## src/core/dbm_pkg.sv

```systemverilog
package dbm_pkg;

	// Bus-side widths and counts
	localparam int DBM_ADDR_W = 16;
	localparam int DBM_DATA_W = 16;
	localparam int DBM_NCHAN  = 4;

	// Least gap after release, in master clock cycles
	localparam int DBM_REREQ_GAP_CYC = 3;
	// Successive good arbitration samples needed
	localparam int DBM_ARB_SAMPLES = 2;
	// Clock-phase pull-up length before float
	localparam int DBM_PULLUP_CYC = 1;

	// Wait-state selection codes
	localparam logic [1:0] DBM_WAIT_0 = 2'h0;
	localparam logic [1:0] DBM_WAIT_1 = 2'h1;
	localparam logic [1:0] DBM_WAIT_2 = 2'h2;
	localparam logic [1:0] DBM_WAIT_4 = 2'h3;

	// Channel index: bit0 = direction (1 = transmit/read), bit1 = serial channel
	typedef logic [1:0] dbm_chan_t;

	typedef struct packed {
		logic [DBM_ADDR_W-1:0] addr;
		logic [DBM_DATA_W-1:0] wdata;
		logic                  odd_tail;
	} dbm_req_s;

	// Bus pin drive bundle: value per pin, output enable per pin group
	typedef struct packed {
		logic [DBM_ADDR_W-1:0] addr;
		logic                  addr_oe;
		logic [DBM_DATA_W-1:0] data;
		logic                  data_oe;
		logic                  rnw;
		logic                  address_strobe_n;
		logic                  upper_data_strobe_n;
		logic                  lower_data_strobe_n;
		logic                  grant_acknowledge_n;
		logic                  ctrl_oe;
		logic                  channel_bus_holder_0_n;
		logic                  channel_bus_holder_1_n;
		logic                  holder_oe;
	} dbm_bus_s;

	typedef enum {
		DBM_IDLE,
		DBM_REQ,
		DBM_OWN,
		DBM_S0,
		DBM_S2,
		DBM_S4,
		DBM_QUAL,
		DBM_PULL,
		DBM_GAP
	} dbm_state_e;

endpackage

```

## src/core/dbm_dma_master.sv

```systemverilog
`timescale 1ns/10ps
// One state step is one master-clock cycle; pin changes on half-clock
// phases are modelled at the nearest whole edge.
module dbm_dma_master #(
	parameter int ADDR_W = dbm_pkg::DBM_ADDR_W,
	parameter int DATA_W = dbm_pkg::DBM_DATA_W
) (
	// Clock and reset
	input  wire logic                     i_clk,
	input  wire logic                     i_nrst,
	// Configuration
	input  wire logic                     i_word_mode,
	input  wire logic [1:0]               i_programmed_wait,
	input  wire logic                     i_ack_check_en,
	// Channel requests, index = {serial channel, transmit}
	input  wire logic [3:0]               i_chan_req,
	input  wire dbm_pkg::dbm_req_s [3:0]  i_chan_info,
	output logic [3:0]                    o_chan_done,
	output logic [DATA_W-1:0]             o_rd_data,
	output logic                          o_rd_byte_only,
	// Bus pins in
	input  wire logic                     i_transfer_ack_n,
	input  wire logic                     i_bus_error_in_n,
	input  wire logic                     i_bus_grant_in_n,
	input  wire logic                     i_grant_acknowledge_n,
	input  wire logic                     i_address_strobe_n,
	input  wire logic                     i_chip_select_n,
	input  wire logic                     i_interrupt_ack_in_n,
	input  wire logic [DATA_W-1:0]        i_data,
	// Bus pins out
	output logic                          o_bus_request_out_n,
	output dbm_pkg::dbm_bus_s             o_bus,
	// Error events to the channels
	output logic [1:0]                    o_clr_receiver_enable_bit,
	output logic [1:0]                    o_clr_tx_dma_permit_bit,
	output logic                          o_bus_error_irq,
	output logic                          o_address_error_irq
);
	import dbm_pkg::*;

	dbm_state_e            st_q, st_d;
	dbm_chan_t             ch_q, ch_d, poll_q, poll_d;
	dbm_req_s              req_q, req_d;
	dbm_bus_s              bus_q, bus_d;
	logic [1:0]            good_q, good_d;
	logic [1:0]            gap_q, gap_d;
	logic                  bus_error_in_q, bus_error_in_d;
	logic                  aerr_q, aerr_d;
	logic [3:0]            done_d;
	logic [1:0]            rxclr_d, txclr_d;
	logic                  beirq_d, aeirq_d;
	logic [DATA_W-1:0]     rdat_q, rdat_d;
	logic                  rbyte_q, rbyte_d;
	logic                  breq_q, breq_d;
	logic                  wstart, wstep, wdone;
	logic                  is_read, arb_ok, ack_ok;

	dbm_wait_gen u_wait (
		.i_clk  (i_clk),
		.i_nrst (i_nrst),
		.i_start(wstart),
		.i_step (wstep),
		.i_sel  (i_programmed_wait),
		.o_done (wdone)
	);

	assign is_read = ch_q[0];
	assign arb_ok  = !i_bus_grant_in_n && i_grant_acknowledge_n && i_address_strobe_n;
	assign ack_ok  = !i_ack_check_en || !i_transfer_ack_n;
	assign wstart  = (st_q == DBM_S0);
	assign wstep   = (st_q == DBM_S2);

	always_comb begin
		st_d    = st_q;
		ch_d    = ch_q;
		poll_d  = poll_q;
		req_d   = req_q;
		bus_d   = bus_q;
		good_d  = good_q;
		gap_d   = gap_q;
		bus_error_in_d  = bus_error_in_q;
		aerr_d  = aerr_q;
		rdat_d  = rdat_q;
		rbyte_d = rbyte_q;
		breq_d  = breq_q;
		done_d  = 4'h0;
		rxclr_d = 2'h0;
		txclr_d = 2'h0;
		beirq_d = 1'b0;
		aeirq_d = 1'b0;
		unique case (st_q)
			DBM_IDLE: begin
				if (i_chan_req[poll_q]) begin
					ch_d   = poll_q;
					req_d  = i_chan_info[poll_q];
					breq_d = 1'b1;
					good_d = 2'h0;
					st_d   = DBM_REQ;
				end
				poll_d = poll_q + 2'h1;
			end
			DBM_REQ: begin
				good_d = arb_ok ? ((good_q == 2'(DBM_ARB_SAMPLES - 1)) ? good_q : good_q + 2'h1) : 2'h0;
				if (arb_ok && good_q == 2'(DBM_ARB_SAMPLES - 1)) begin
					breq_d                     = 1'b0;
					bus_d.grant_acknowledge_n  = 1'b0;
					bus_d.ctrl_oe              = 1'b1;
					bus_d.holder_oe              = 1'b1;
					bus_d.channel_bus_holder_0_n = ch_q[1];
					bus_d.channel_bus_holder_1_n = !ch_q[1];
					bus_d.rnw     = is_read;
					bus_d.addr_oe = 1'b1;
					// full 16-bit address incl. bit zero in byte mode
					bus_d.addr    = i_word_mode ? {req_q.addr[ADDR_W-1:1], 1'b0} : req_q.addr;
					// byte mode: upper strobe pin is address bit zero
					bus_d.upper_data_strobe_n = i_word_mode ? 1'b1 : req_q.addr[0];
					st_d          = DBM_OWN;
				end
			end
			DBM_OWN: begin
				bus_d.address_strobe_n = 1'b0;
				if (is_read) begin
					// bit zero must not glitch low in byte mode
					bus_d.upper_data_strobe_n = i_word_mode ? 1'b0 : req_q.addr[0];
					bus_d.lower_data_strobe_n = 1'b0;
				end else begin
					// odd tail still a full word
					bus_d.data    = req_q.wdata;
					bus_d.data_oe = 1'b1;
				end
				st_d = DBM_S0;
			end
			DBM_S0: begin
				// write data strobes one edge later (reads drove them with the address strobe); byte mode: lower is the strobe, upper is bit zero
				bus_d.lower_data_strobe_n = 1'b0;
				bus_d.upper_data_strobe_n = i_word_mode ? 1'b0 : req_q.addr[0];
				st_d = DBM_S2;
			end
			DBM_S2: begin
				if (wdone) begin
					st_d = DBM_S4;
				end
			end
			DBM_S4: begin
				if (!i_chip_select_n || !i_interrupt_ack_in_n) begin
					aerr_d = 1'b1;
				end
				if (!i_bus_error_in_n) begin
					st_d = DBM_QUAL;
				end else if (ack_ok) begin
					bus_d.address_strobe_n    = 1'b1;
					bus_d.upper_data_strobe_n = 1'b1;
					bus_d.lower_data_strobe_n = 1'b1;
					if (is_read) begin
						rdat_d  = i_data;
						rbyte_d = req_q.odd_tail;
					end
					done_d[ch_q] = 1'b1;
					st_d         = DBM_PULL;
				end
			end
			DBM_QUAL: begin
				if (!i_bus_error_in_n) begin
					bus_error_in_d = 1'b1;
					bus_d.address_strobe_n    = 1'b1;
					bus_d.upper_data_strobe_n = 1'b1;
					bus_d.lower_data_strobe_n = 1'b1;
					st_d = DBM_PULL;
				end else begin
					st_d = DBM_S4;
				end
			end
			DBM_PULL: begin
				bus_d.addr_oe                = 1'b0;
				bus_d.data_oe                = 1'b0;
				bus_d.grant_acknowledge_n    = 1'b1;
				bus_d.channel_bus_holder_0_n = 1'b1;
				bus_d.channel_bus_holder_1_n = 1'b1;
				bus_d.rnw                    = 1'b1;
				if (!bus_q.grant_acknowledge_n) begin
					st_d = DBM_PULL;
				end else begin
					bus_d.ctrl_oe   = 1'b0;
					bus_d.holder_oe = 1'b0;
					if (bus_error_in_q) begin
						if (is_read) begin
							txclr_d[ch_q[1]] = 1'b1;
						end else begin
							rxclr_d[ch_q[1]] = 1'b1;
						end
						beirq_d = 1'b1;
					end
					aeirq_d = aerr_q;
					bus_error_in_d  = 1'b0;
					aerr_d  = 1'b0;
					gap_d   = 2'(DBM_REREQ_GAP_CYC - 1);
					st_d    = DBM_GAP;
				end
			end
			DBM_GAP: begin
				if (gap_q == 2'h0) begin
					st_d = DBM_IDLE;
				end else begin
					gap_d = gap_q - 2'h1;
				end
			end
		endcase
	end

	always_ff @(posedge i_clk) begin
		if (!i_nrst) begin
			st_q    <= DBM_IDLE;
			ch_q    <= 2'h0;
			poll_q  <= 2'h0;
			req_q   <= '0;
			bus_q   <= '{addr: '0, addr_oe: 1'b0, data: '0, data_oe: 1'b0, rnw: 1'b1,
			             address_strobe_n: 1'b1, upper_data_strobe_n: 1'b1, lower_data_strobe_n: 1'b1,
			             grant_acknowledge_n: 1'b1, ctrl_oe: 1'b0, channel_bus_holder_0_n: 1'b1,
			             channel_bus_holder_1_n: 1'b1, holder_oe: 1'b0};
			good_q  <= 2'h0;
			gap_q   <= 2'h0;
			bus_error_in_q  <= 1'b0;
			aerr_q  <= 1'b0;
			rdat_q  <= '0;
			rbyte_q <= 1'b0;
			breq_q  <= 1'b0;
			o_chan_done               <= 4'h0;
			o_clr_receiver_enable_bit <= 2'h0;
			o_clr_tx_dma_permit_bit   <= 2'h0;
			o_bus_error_irq           <= 1'b0;
			o_address_error_irq       <= 1'b0;
		end else begin
			st_q    <= st_d;
			ch_q    <= ch_d;
			poll_q  <= poll_d;
			req_q   <= req_d;
			bus_q   <= bus_d;
			good_q  <= good_d;
			gap_q   <= gap_d;
			bus_error_in_q  <= bus_error_in_d;
			aerr_q  <= aerr_d;
			rdat_q  <= rdat_d;
			rbyte_q <= rbyte_d;
			breq_q  <= breq_d;
			o_chan_done               <= done_d;
			o_clr_receiver_enable_bit <= rxclr_d;
			o_clr_tx_dma_permit_bit   <= txclr_d;
			o_bus_error_irq           <= beirq_d;
			o_address_error_irq       <= aeirq_d;
		end
	end

	assign o_bus               = bus_q;
	assign o_bus_request_out_n = !breq_q;
	assign o_rd_data           = rdat_q;
	assign o_rd_byte_only      = rbyte_q;

	// Assertions
	// holders
	a_holder_exclusive: assert property (@(posedge i_clk) disable iff (!i_nrst)
		!o_bus.grant_acknowledge_n |-> (o_bus.channel_bus_holder_0_n != o_bus.channel_bus_holder_1_n) && o_bus.holder_oe)
		else $error("holder pins not exclusive");
	a_gap_no_request: assert property (@(posedge i_clk) disable iff (!i_nrst)
		$rose(o_bus.grant_acknowledge_n) |-> o_bus_request_out_n [*3])
		else $error("bus re-requested too soon");
	a_request_drop: assert property (@(posedge i_clk) disable iff (!i_nrst)
		$fell(o_bus.grant_acknowledge_n) |-> o_bus_request_out_n)
		else $error("request still asserted with grant ack");
	a_arb_two_samples: assert property (@(posedge i_clk) disable iff (!i_nrst)
		$fell(o_bus.grant_acknowledge_n) |-> $past(arb_ok) && $past(arb_ok, 2))
		else $error("ownership without two good samples");
	a_strobe_order: assert property (@(posedge i_clk) disable iff (!i_nrst)
		$fell(o_bus.address_strobe_n) && !o_bus.rnw |=> !o_bus.lower_data_strobe_n && o_bus.data_oe)
		else $error("write data strobe not one edge after address strobe");
	a_zero_wait_len: assert property (@(posedge i_clk) disable iff (!i_nrst)
		$fell(o_bus.address_strobe_n) && !o_bus.rnw && i_programmed_wait == DBM_WAIT_0
		|-> !o_bus.address_strobe_n [*3] ##1
		(o_bus.address_strobe_n || !$past(ack_ok) || !$past(i_bus_error_in_n)))
		else $error("zero-wait write not three cycles long");
	a_end_negates: assert property (@(posedge i_clk) disable iff (!i_nrst)
		$rose(o_bus.grant_acknowledge_n) |-> o_bus.channel_bus_holder_0_n && o_bus.channel_bus_holder_1_n)
		else $error("holders not negated at cycle end");
	a_pullup_first: assert property (@(posedge i_clk) disable iff (!i_nrst)
		$fell(o_bus.ctrl_oe) |-> $past(o_bus.ctrl_oe) && $past(o_bus.address_strobe_n) && $past(o_bus.grant_acknowledge_n))
		else $error("controls floated without pull-high");
	a_bus_error_in_clear: assert property (@(posedge i_clk) disable iff (!i_nrst)
		(st_q == DBM_QUAL && !i_bus_error_in_n && !is_read) |-> ##[1:4] (o_clr_receiver_enable_bit != 2'h0))
		else $error("receiver enable not cleared on bus error");
	a_bus_error_in_permit: assert property (@(posedge i_clk) disable iff (!i_nrst)
		(st_q == DBM_QUAL && !i_bus_error_in_n && is_read) |-> ##[1:4] (o_clr_tx_dma_permit_bit != 2'h0))
		else $error("transmit permit not cleared on bus error");
	a_addr_error: assert property (@(posedge i_clk) disable iff (!i_nrst)
		(st_q == DBM_S4 && (!i_chip_select_n || !i_interrupt_ack_in_n)) |-> ##[1:4] o_address_error_irq)
		else $error("address error not raised");
	c_write_done: cover property (@(posedge i_clk) disable iff (!i_nrst) st_q == DBM_S4 && !is_read && ack_ok);
	c_read_done: cover property (@(posedge i_clk) disable iff (!i_nrst) st_q == DBM_S4 && is_read && ack_ok);
	c_bus_error: cover property (@(posedge i_clk) disable iff (!i_nrst) o_bus_error_irq);

endmodule // dbm_dma_master

```

## src/core/dbm_wait_gen.sv

```systemverilog
`timescale 1ns/10ps
// Counts programmed wait states; done is held high while the count is zero
module dbm_wait_gen (
	// Clock and reset
	input  wire logic       i_clk,
	input  wire logic       i_nrst,
	// Control
	input  wire logic       i_start,
	input  wire logic       i_step,
	input  wire logic [1:0] i_sel,
	// Status
	output logic            o_done
);
	import dbm_pkg::*;

	logic [2:0] cnt_q;
	logic [2:0] cnt_d;
	logic [2:0] load_v;

	always_comb begin
		unique case (i_sel)
			DBM_WAIT_0: load_v = 3'h0;
			DBM_WAIT_1: load_v = 3'h1;
			DBM_WAIT_2: load_v = 3'h2;
			DBM_WAIT_4: load_v = 3'h4;
		endcase
	end

	always_comb begin
		cnt_d = cnt_q;
		if (i_start) begin
			cnt_d = load_v;
		end else if (i_step && cnt_q != 3'h0) begin
			cnt_d = cnt_q - 3'h1;
		end
	end

	always_ff @(posedge i_clk) begin
		if (!i_nrst) begin
			cnt_q <= 3'h0;
		end else begin
			cnt_q <= cnt_d;
		end
	end

	assign o_done = (cnt_q == 3'h0);

endmodule // dbm_wait_gen

```

## config.mk

```make
export PLATFORM = sky130hd
export DESIGN_NAME = dbm_dma_master
export DESIGN_NICKNAME = d
export VERILOG_FILES = /design/src/core/dbm_pkg.sv /design/src/core/dbm_dma_master.sv /design/src/core/dbm_wait_gen.sv
export SDC_FILE = /design/constraint.sdc
export NUM_CORES = 1
export LEC_CHECK = 0
export BUFFER_PORTS_ARGS = -buffer_cell sky130_fd_sc_hd__buf_4
export CORE_ASPECT_RATIO = 2
export CORE_UTILIZATION = 40
export DETAILED_ROUTE_END_ITERATION = 12
export GPL_TIMING_DRIVEN = 0
export MAX_ROUTING_LAYER = met4
export PLACE_DENSITY = 0.69
export SYNTH_ARGS = -nofsm -noshare
export SYNTH_HDL_FRONTEND = slang
export SYNTH_SLANG_ARGS = --single-unit
```

## constraint.sdc

```tcl
create_clock -name i_clk -period 1.8 [get_ports i_clk]
set_input_delay 0.36 -clock i_clk [delete_from_list [all_inputs] [get_ports i_clk]]
set_output_delay 0.36 -clock i_clk [all_outputs]
set_load 0.02 [all_outputs]
```

==> flow_summary.ini, run 1 <==
[outcome]
outcome = finished with violations
violations = DRC

[critical_path]
cp-start-kind = flip-flop
critPathCaptureType = flip-flop
crit_required_ns = 2.08
worst_ep_arrival_time_ns = 1.96
r2r-end = req_q[17]$_SDFFE_PN0P_
crit_type = flip-flop to flip-flop
rrSetupSlack_ns = 0.11
r2r-start = poll_q[1]$_SDFFE_PN0N_
rr_worst_depth = 5
worstPathMaxFanout = 10

[routing]
num_vias = 5418
vias_per_cell = 5.375
wl_per_cell_um = 16.92
routed_wl_um = 17050
ant_nets = 0
drtPass1Iterations = 9
drt_iter0_markers = 191
remaining_drc_errors = 9

[clocking]
insertion_delay_ns = 0.41
clk_pin_slew_worst_paths_ns = 0.06
cts_buffers = 17
cts-hold-fix-buffers = 0
clock_path_buffers = 2
cts_root_buf = clkbuf_16
cts_tree = yes
h-tree-depth = 4
clock-sinks = 120

[job]
max-cap-violations = 0

[hold_path]
whs_path_depth = 3
hold_path_end = o_rd_data[5]$_SDFFE_PN0P_
hp-start = i_data[5]
min_path_type = input port to flip-flop

[yosys]
yosysUniqueCellTypes = 56
syn_inst = 582
synth-edff-count = 0
async_flop_share_pct = 0
synth_top_cell_by_area = dfxtp_1
synth_warnings = 0
netlist.area_leader.share_pct = 43.84
ys_seq_elements = 120
synth_nets = 751
synthTopCellsByArea = dfxtp_1 44%, mux4_2 14%, nand2_1 7.8%
synth_area_per_cell_um2 = 9.416
synth_area_um2 = 5480
ys_seq_area_share_pct = 43.84
synth_ff_type = dfxtp_1

[final_layout]
regArea_um2 = 2402
num-fill-cells = 1199
final_cell_mix = 247 x buf_4, 120 x dfxtp_1, 114 x nand2_1, 45 x o21ai_0, 42 x nor2_1
syn2layout_area_growth_pct = 48.04
multiInputGateArea_um2 = 2796
final_common_cell = buf_4
drive_gt1_share_pct = 41.15
diodes = 0
nets = 1009

[timing]
rsz0062_at_grt = false
timing_hold_violations_final = 0
drv_slew = 0
clock.fmax_ghz = 0.5921
finalCriticalPeriod_ns = 1.689
worst_pin_slew_ns = 0.6645
relSlewSlack_pct = 55.70
setup_slack_ns = 0.1111
finClkSkew_ns = 0.007063
setup_viol = 0
period_share_pct = 93.83

[pwr]
intPower_mw = 6.896
pwr-share-comb_pct = 32.6
power_leakage_nw = 3.532
ir_drop_mv = 0.6191
seqPwrFrac_pct = 32.9
power.total_mw = 10.08
p_per_area_nw_per_um2 = 1243
clkPwrFrac_pct = 34.5
p_switching_mw = 3.187
swShare_pct = 31.61

[die]
ioPinCount = 236
die_w_um = 84.77
die_h_um = 167.5
rows = 60
die_area_um2 = 14200
start_util_pct = 40.78
coreArea_um2 = 13440

[grt]
grt_pass1_wl_um = 26610
gr-total-overflow = 0
antenna_found_initial = 0
grt_pass1_vias = 5479
grt_max_degree = 17
grt_use_total_pct = 24.93

[placed_design]
port_buffers = 235
dpl_worst_slack_ns = -0.2398
routabilityCongestion = 0.8769
hpwl_um = 13440
power groups by stage:
stage               combinational (mW)  sequential (mW)  clock [mW]
finish                            3.29             3.32        3.48
global route                      3.59             3.36        3.64
CTS                               3.19             3.31        3.52
detailed placement                3.18             3.36           0
global placement                  3.12             3.34           0
floorplan                         2.16             3.36           0
state kept, by name, indices dropped and copies added (netlist names):
| signal | flops |
|---|---|
| o_address_error_irq | 1 |
| o_bus_error_irq | 1 |
| ch_q | 2 |
| o_chan_done | 4 |
| aerr_q | 1 |
| o_rd_byte_only | 1 |
| o_clr_receiver_enable_bit | 2 |
| poll_q | 2 |
| gap_q | 2 |
| breq_q | 1 |
| o_bus | 42 |
| o_rd_data | 16 |
| req_q | 33 |
| o_clr_tx_dma_permit_bit | 2 |
| good_q | 2 |
| st_q | 4 |
| bus_error_in_q | 1 |
| u_wait.cnt_q | 3 |
kinds of logic after synthesis:
logic type                 Yosys count  share of synthesized area [%]
muxes                               53                          17.47
xor gates and xnor gates             3                         0.4795
adders and majority gates            4                         0.9133
AOI/OAI and AO/OA                  105                          11.12
buffers and inverters               59                          5.456
and+or+nand+nor                    238                          20.73
DFF                                120                          43.84
layout make-up:
type | instances | area share (%)
plain buffers | 46 | 3.331
clock buffers | 20 | 5.629
clock inverters | 12 | 1.851
inverters | 13 | 0.6015
multi-input cells | 403 | 34.47
flip-flops and latches | 120 | 29.61
well taps | 155 | 2.390
repair buffers | 239 | 22.12
worst max path at each step:
stage                                 start                                 endpoint  slack [ns]  cells after the start
2_1_floorplan  u_wait.cnt_q[0]$_SDFFE_PN0P_             u_wait.cnt_q[0]$_SDFFE_PN0P_        0.27                      7
3_3_place_gp                         i_nrst  o_clr_receiver_enable_bit[0]$_SDFF_PP0_       -0.21                      5
3_5_place_dp                         i_nrst  o_clr_receiver_enable_bit[0]$_SDFF_PP0_       -0.24                      5
4_1_cts              poll_q[1]$_SDFFE_PN0N_                   good_q[1]$_SDFFE_PN0P_        0.02                      6
5_1_grt              poll_q[1]$_SDFFE_PN0N_                   req_q[14]$_SDFFE_PN0P_       0.003                      5
6_report             poll_q[1]$_SDFFE_PN0N_                   req_q[17]$_SDFFE_PN0P_        0.11                      5
synthesized netlist by cell type (all sizes together), types with 2 or more instances:
library cell  count
a211o             2
a211oi            2
a21oi            37
a31oi             3
a32o              2
a32oi             2
and2              2
buf              27
clkbuf           19
dfxtp           120
ha                4
inv              13
mux2i            18
mux4             34
nand2           116
nand2b            6
nand3            40
nand3b            3
nand4             5
nand4b            2
nor2             44
nor2b             3
nor3              4
nor4              3
o21ai            45
o22ai             2
o41ai             2
or3               2
xnor2             2
per-stage QoR:
stage / utilization, % / setup TNS [ns] / hold slack (ns) / instance area, um^2 / std cells
after global placement: 55.35 / -1.353 / 0.4378 / 7438 / 972
after detailed placement: 55.35 / -1.903 / 0.4431 / 7438 / 972
after CTS: 59.88 / 0 / 0.1667 / 8046 / 1004
final: 60.37 / 0 / 0.1783 / 8113 / 1008
after global routing: 60.37 / 0 / 0.1798 / 8113 / 1008
after floorplan: - / 0 / 0.4321 / 5480 / 582
metal layers:
layer  GRT usage (%)  part of all wire [%]  vias to the layer above
met1           23.65                    35                     2602
met4           12.38                   3.6                        0
met3           4.633                   4.7                       36
li1                -                     -                     2580
met2           46.94                    57                      200
met5               -                     0                        -
timing repair:
item                                    4_1_cts  5_1_grt
pin swaps                                     0        1
gates cloned                                  0        0
buffers inserted                              0        4
endpoints found under the setup margin        1       66
resized for setup                             1       18
worst max-delay path, stage by stage, from the launching register on:
cell and delay, ns:
dfxtp_1 0.31, clkbuf_4 0.23, mux4_2 0.34, nand2_2 0.20
clkbuf_1 0.33, o21ai_0 0.15
(Power assumes the default switching activity.)
==> run 2: changes to the inputs <==
==> constraint.sdc (replaced) <==
create_clock -name i_clk -period 2 [get_ports i_clk]
set_input_delay 0.4 -clock i_clk [delete_from_list [all_inputs] [get_ports i_clk]]
set_output_delay 0.4 -clock i_clk [all_outputs]
set_load 0.02 [all_outputs]
==> flow_summary.ini, run 2 (same netlist as run 1, synthesis figures left out) <==
[outcome]
outcome = finished with violations
violations = DRC

[clocking]
cts_root_buf = clkbuf_16
cts-hold-fix-buffers = 0
clock-sinks = 120
clk_pin_slew_worst_paths_ns = 0.06
cts_resized = 0
h-tree-depth = 4
insertion_delay_ns = 0.41
clock_path_buffers = 2
cts_buffers = 17
post_cts.repair.setup_buffers = 0
cts_tree = yes

[final_layout]
final_cell_mix = 244 x buf_4, 120 x dfxtp_1, 114 x nand2_1, 45 x o21ai_0, 43 x nor2_1
drive_gt1_share_pct = 39.81
nets = 1005
final_common_cell = buf_4
postLayoutCellArea_um2 = 8045
diodes = 0
largest_reg_flops = 42
syn2layout_area_growth_pct = 46.80

[timing]
period_share_pct = 90.22
relSlewSlack_pct = 54.87
worst_pin_slew_ns = 0.6769
clock.fmax_ghz = 0.5542
setup_viol = 0
hold-worst-slack_ns = 0.2178
timing_hold_violations_final = 0
finalCriticalPeriod_ns = 1.804
drv_slew = 0
finClkSkew_ns = 0.007739
rsz0062_at_grt = false
setup_tns_ns = 0

[hold_path]
hp-start = i_data[5]
min_path_type = input port to flip-flop

[critical_path]
cp-start-kind = flip-flop
rrSetupSlack_ns = 0.20
cp-startpoint = poll_q[1]$_SDFFE_PN0N_
worstPathMaxFanout = 10
worst_ep_arrival_time_ns = 2.07
crit_required_ns = 2.27
r2r-start = poll_q[1]$_SDFFE_PN0N_
crit_type = flip-flop to flip-flop
critPathCaptureType = flip-flop

[die]
die_w_um = 84.77
die_h_um = 167.5
rows = 60
ioPinCount = 236
coreArea_um2 = 13440
start_util_pct = 40.78
die_area_um2 = 14200

[pwr]
p_switching_mw = 2.854
swShare_pct = 31.81
clkPwrFrac_pct = 34.9
power.total_mw = 8.972
ir_drop_mv = 0.5570
seqPwrFrac_pct = 33.3
intPower_mw = 6.118
p_per_area_nw_per_um2 = 1115
pwr-share-comb_pct = 31.8
power_leakage_nw = 3.490

[routing]
routed_wl_um = 17060
remaining_drc_errors = 9
drtPass1Iterations = 10
drt_iter0_markers = 202
vias_per_cell = 5.391
num_vias = 5413
wl_per_cell_um = 17.00
ant_nets = 0

[grt]
grt_pass1_vias = 5486
gr-total-overflow = 0
grt_pass1_wl_um = 26600
grt_max_degree = 17
grt_use_total_pct = 24.91
antenna_found_initial = 0

[placed_design]
hpwl_um = 13440
routabilityCongestion = 0.8769
placed_cell_area_um2 = 7438
port_buffers = 235

[job]
max-cap-violations = 0
[run 2: power groups by stage]
stage,Sequential (mW),Clock (mW),Combinational [mW]
floorplan,3.02,0,1.95
global placement,3.01,0,2.81
detailed placement,3.03,0,2.86
CTS,2.98,3.17,2.87
global route,3.02,3.28,3.11
finish,2.99,3.13,2.85
[run 2: final timing paths]
| check | endpoint | cells after the start |
|---|---|---|
| setup reg to reg | req_q[28]$_SDFFE_PN0P_ | 5 |
| setup / recovery | req_q[28]$_SDFFE_PN0P_ | 5 |
| hold / removal | o_rd_data[5]$_SDFFE_PN0P_ | 3 |
| hold reg to reg | o_bus[32]$_SDFFE_PN0P_ | 2 |
[run 2: metal layers]
layer / vias to the layer above / share of wire, % / global-route usage, %
li1: 2567 / - / -
met4: 0 / 3.6 / 12.38
met5: - / 0 / -
met1: 2596 / 34 / 23.61
met3: 36 / 5.1 / 4.633
met2: 214 / 57 / 46.91
[run 2: per-stage QoR]
| stage | setup slack [ns] | cells | utilization [%] |
|---|---|---|---|
| after floorplan | 0.4698 | 582 | - |
| after global placement | -0.05358 | 972 | 55.35 |
| after detailed placement | -0.07976 | 972 | 55.35 |
| after CTS | 0.1999 | 1004 | 59.87 |
| after global routing | 0.06033 | 1004 | 59.87 |
| final | 0.1955 | 1004 | 59.87 |
[run 2: worst max-delay path: stages, from the launching register on]
cell      delay (ns)
dfxtp_1         0.30
buf_2           0.26
mux4_2          0.36
nand2_2         0.20
clkbuf_1        0.35
o21ai_0         0.18
[run 2: area by class of cell]
class	instances	area [um^2]
Clock inverter	12	150.1
Buffer	46	250.2
Clock buffer	20	456.7
Inverter	13	48.80
Fill cell	1201	5393
Multi-Input combinational cell	403	2779
Timing Repair Buffer	235	1764
Tap cell	155	193.9
Sequential cell	120	2402
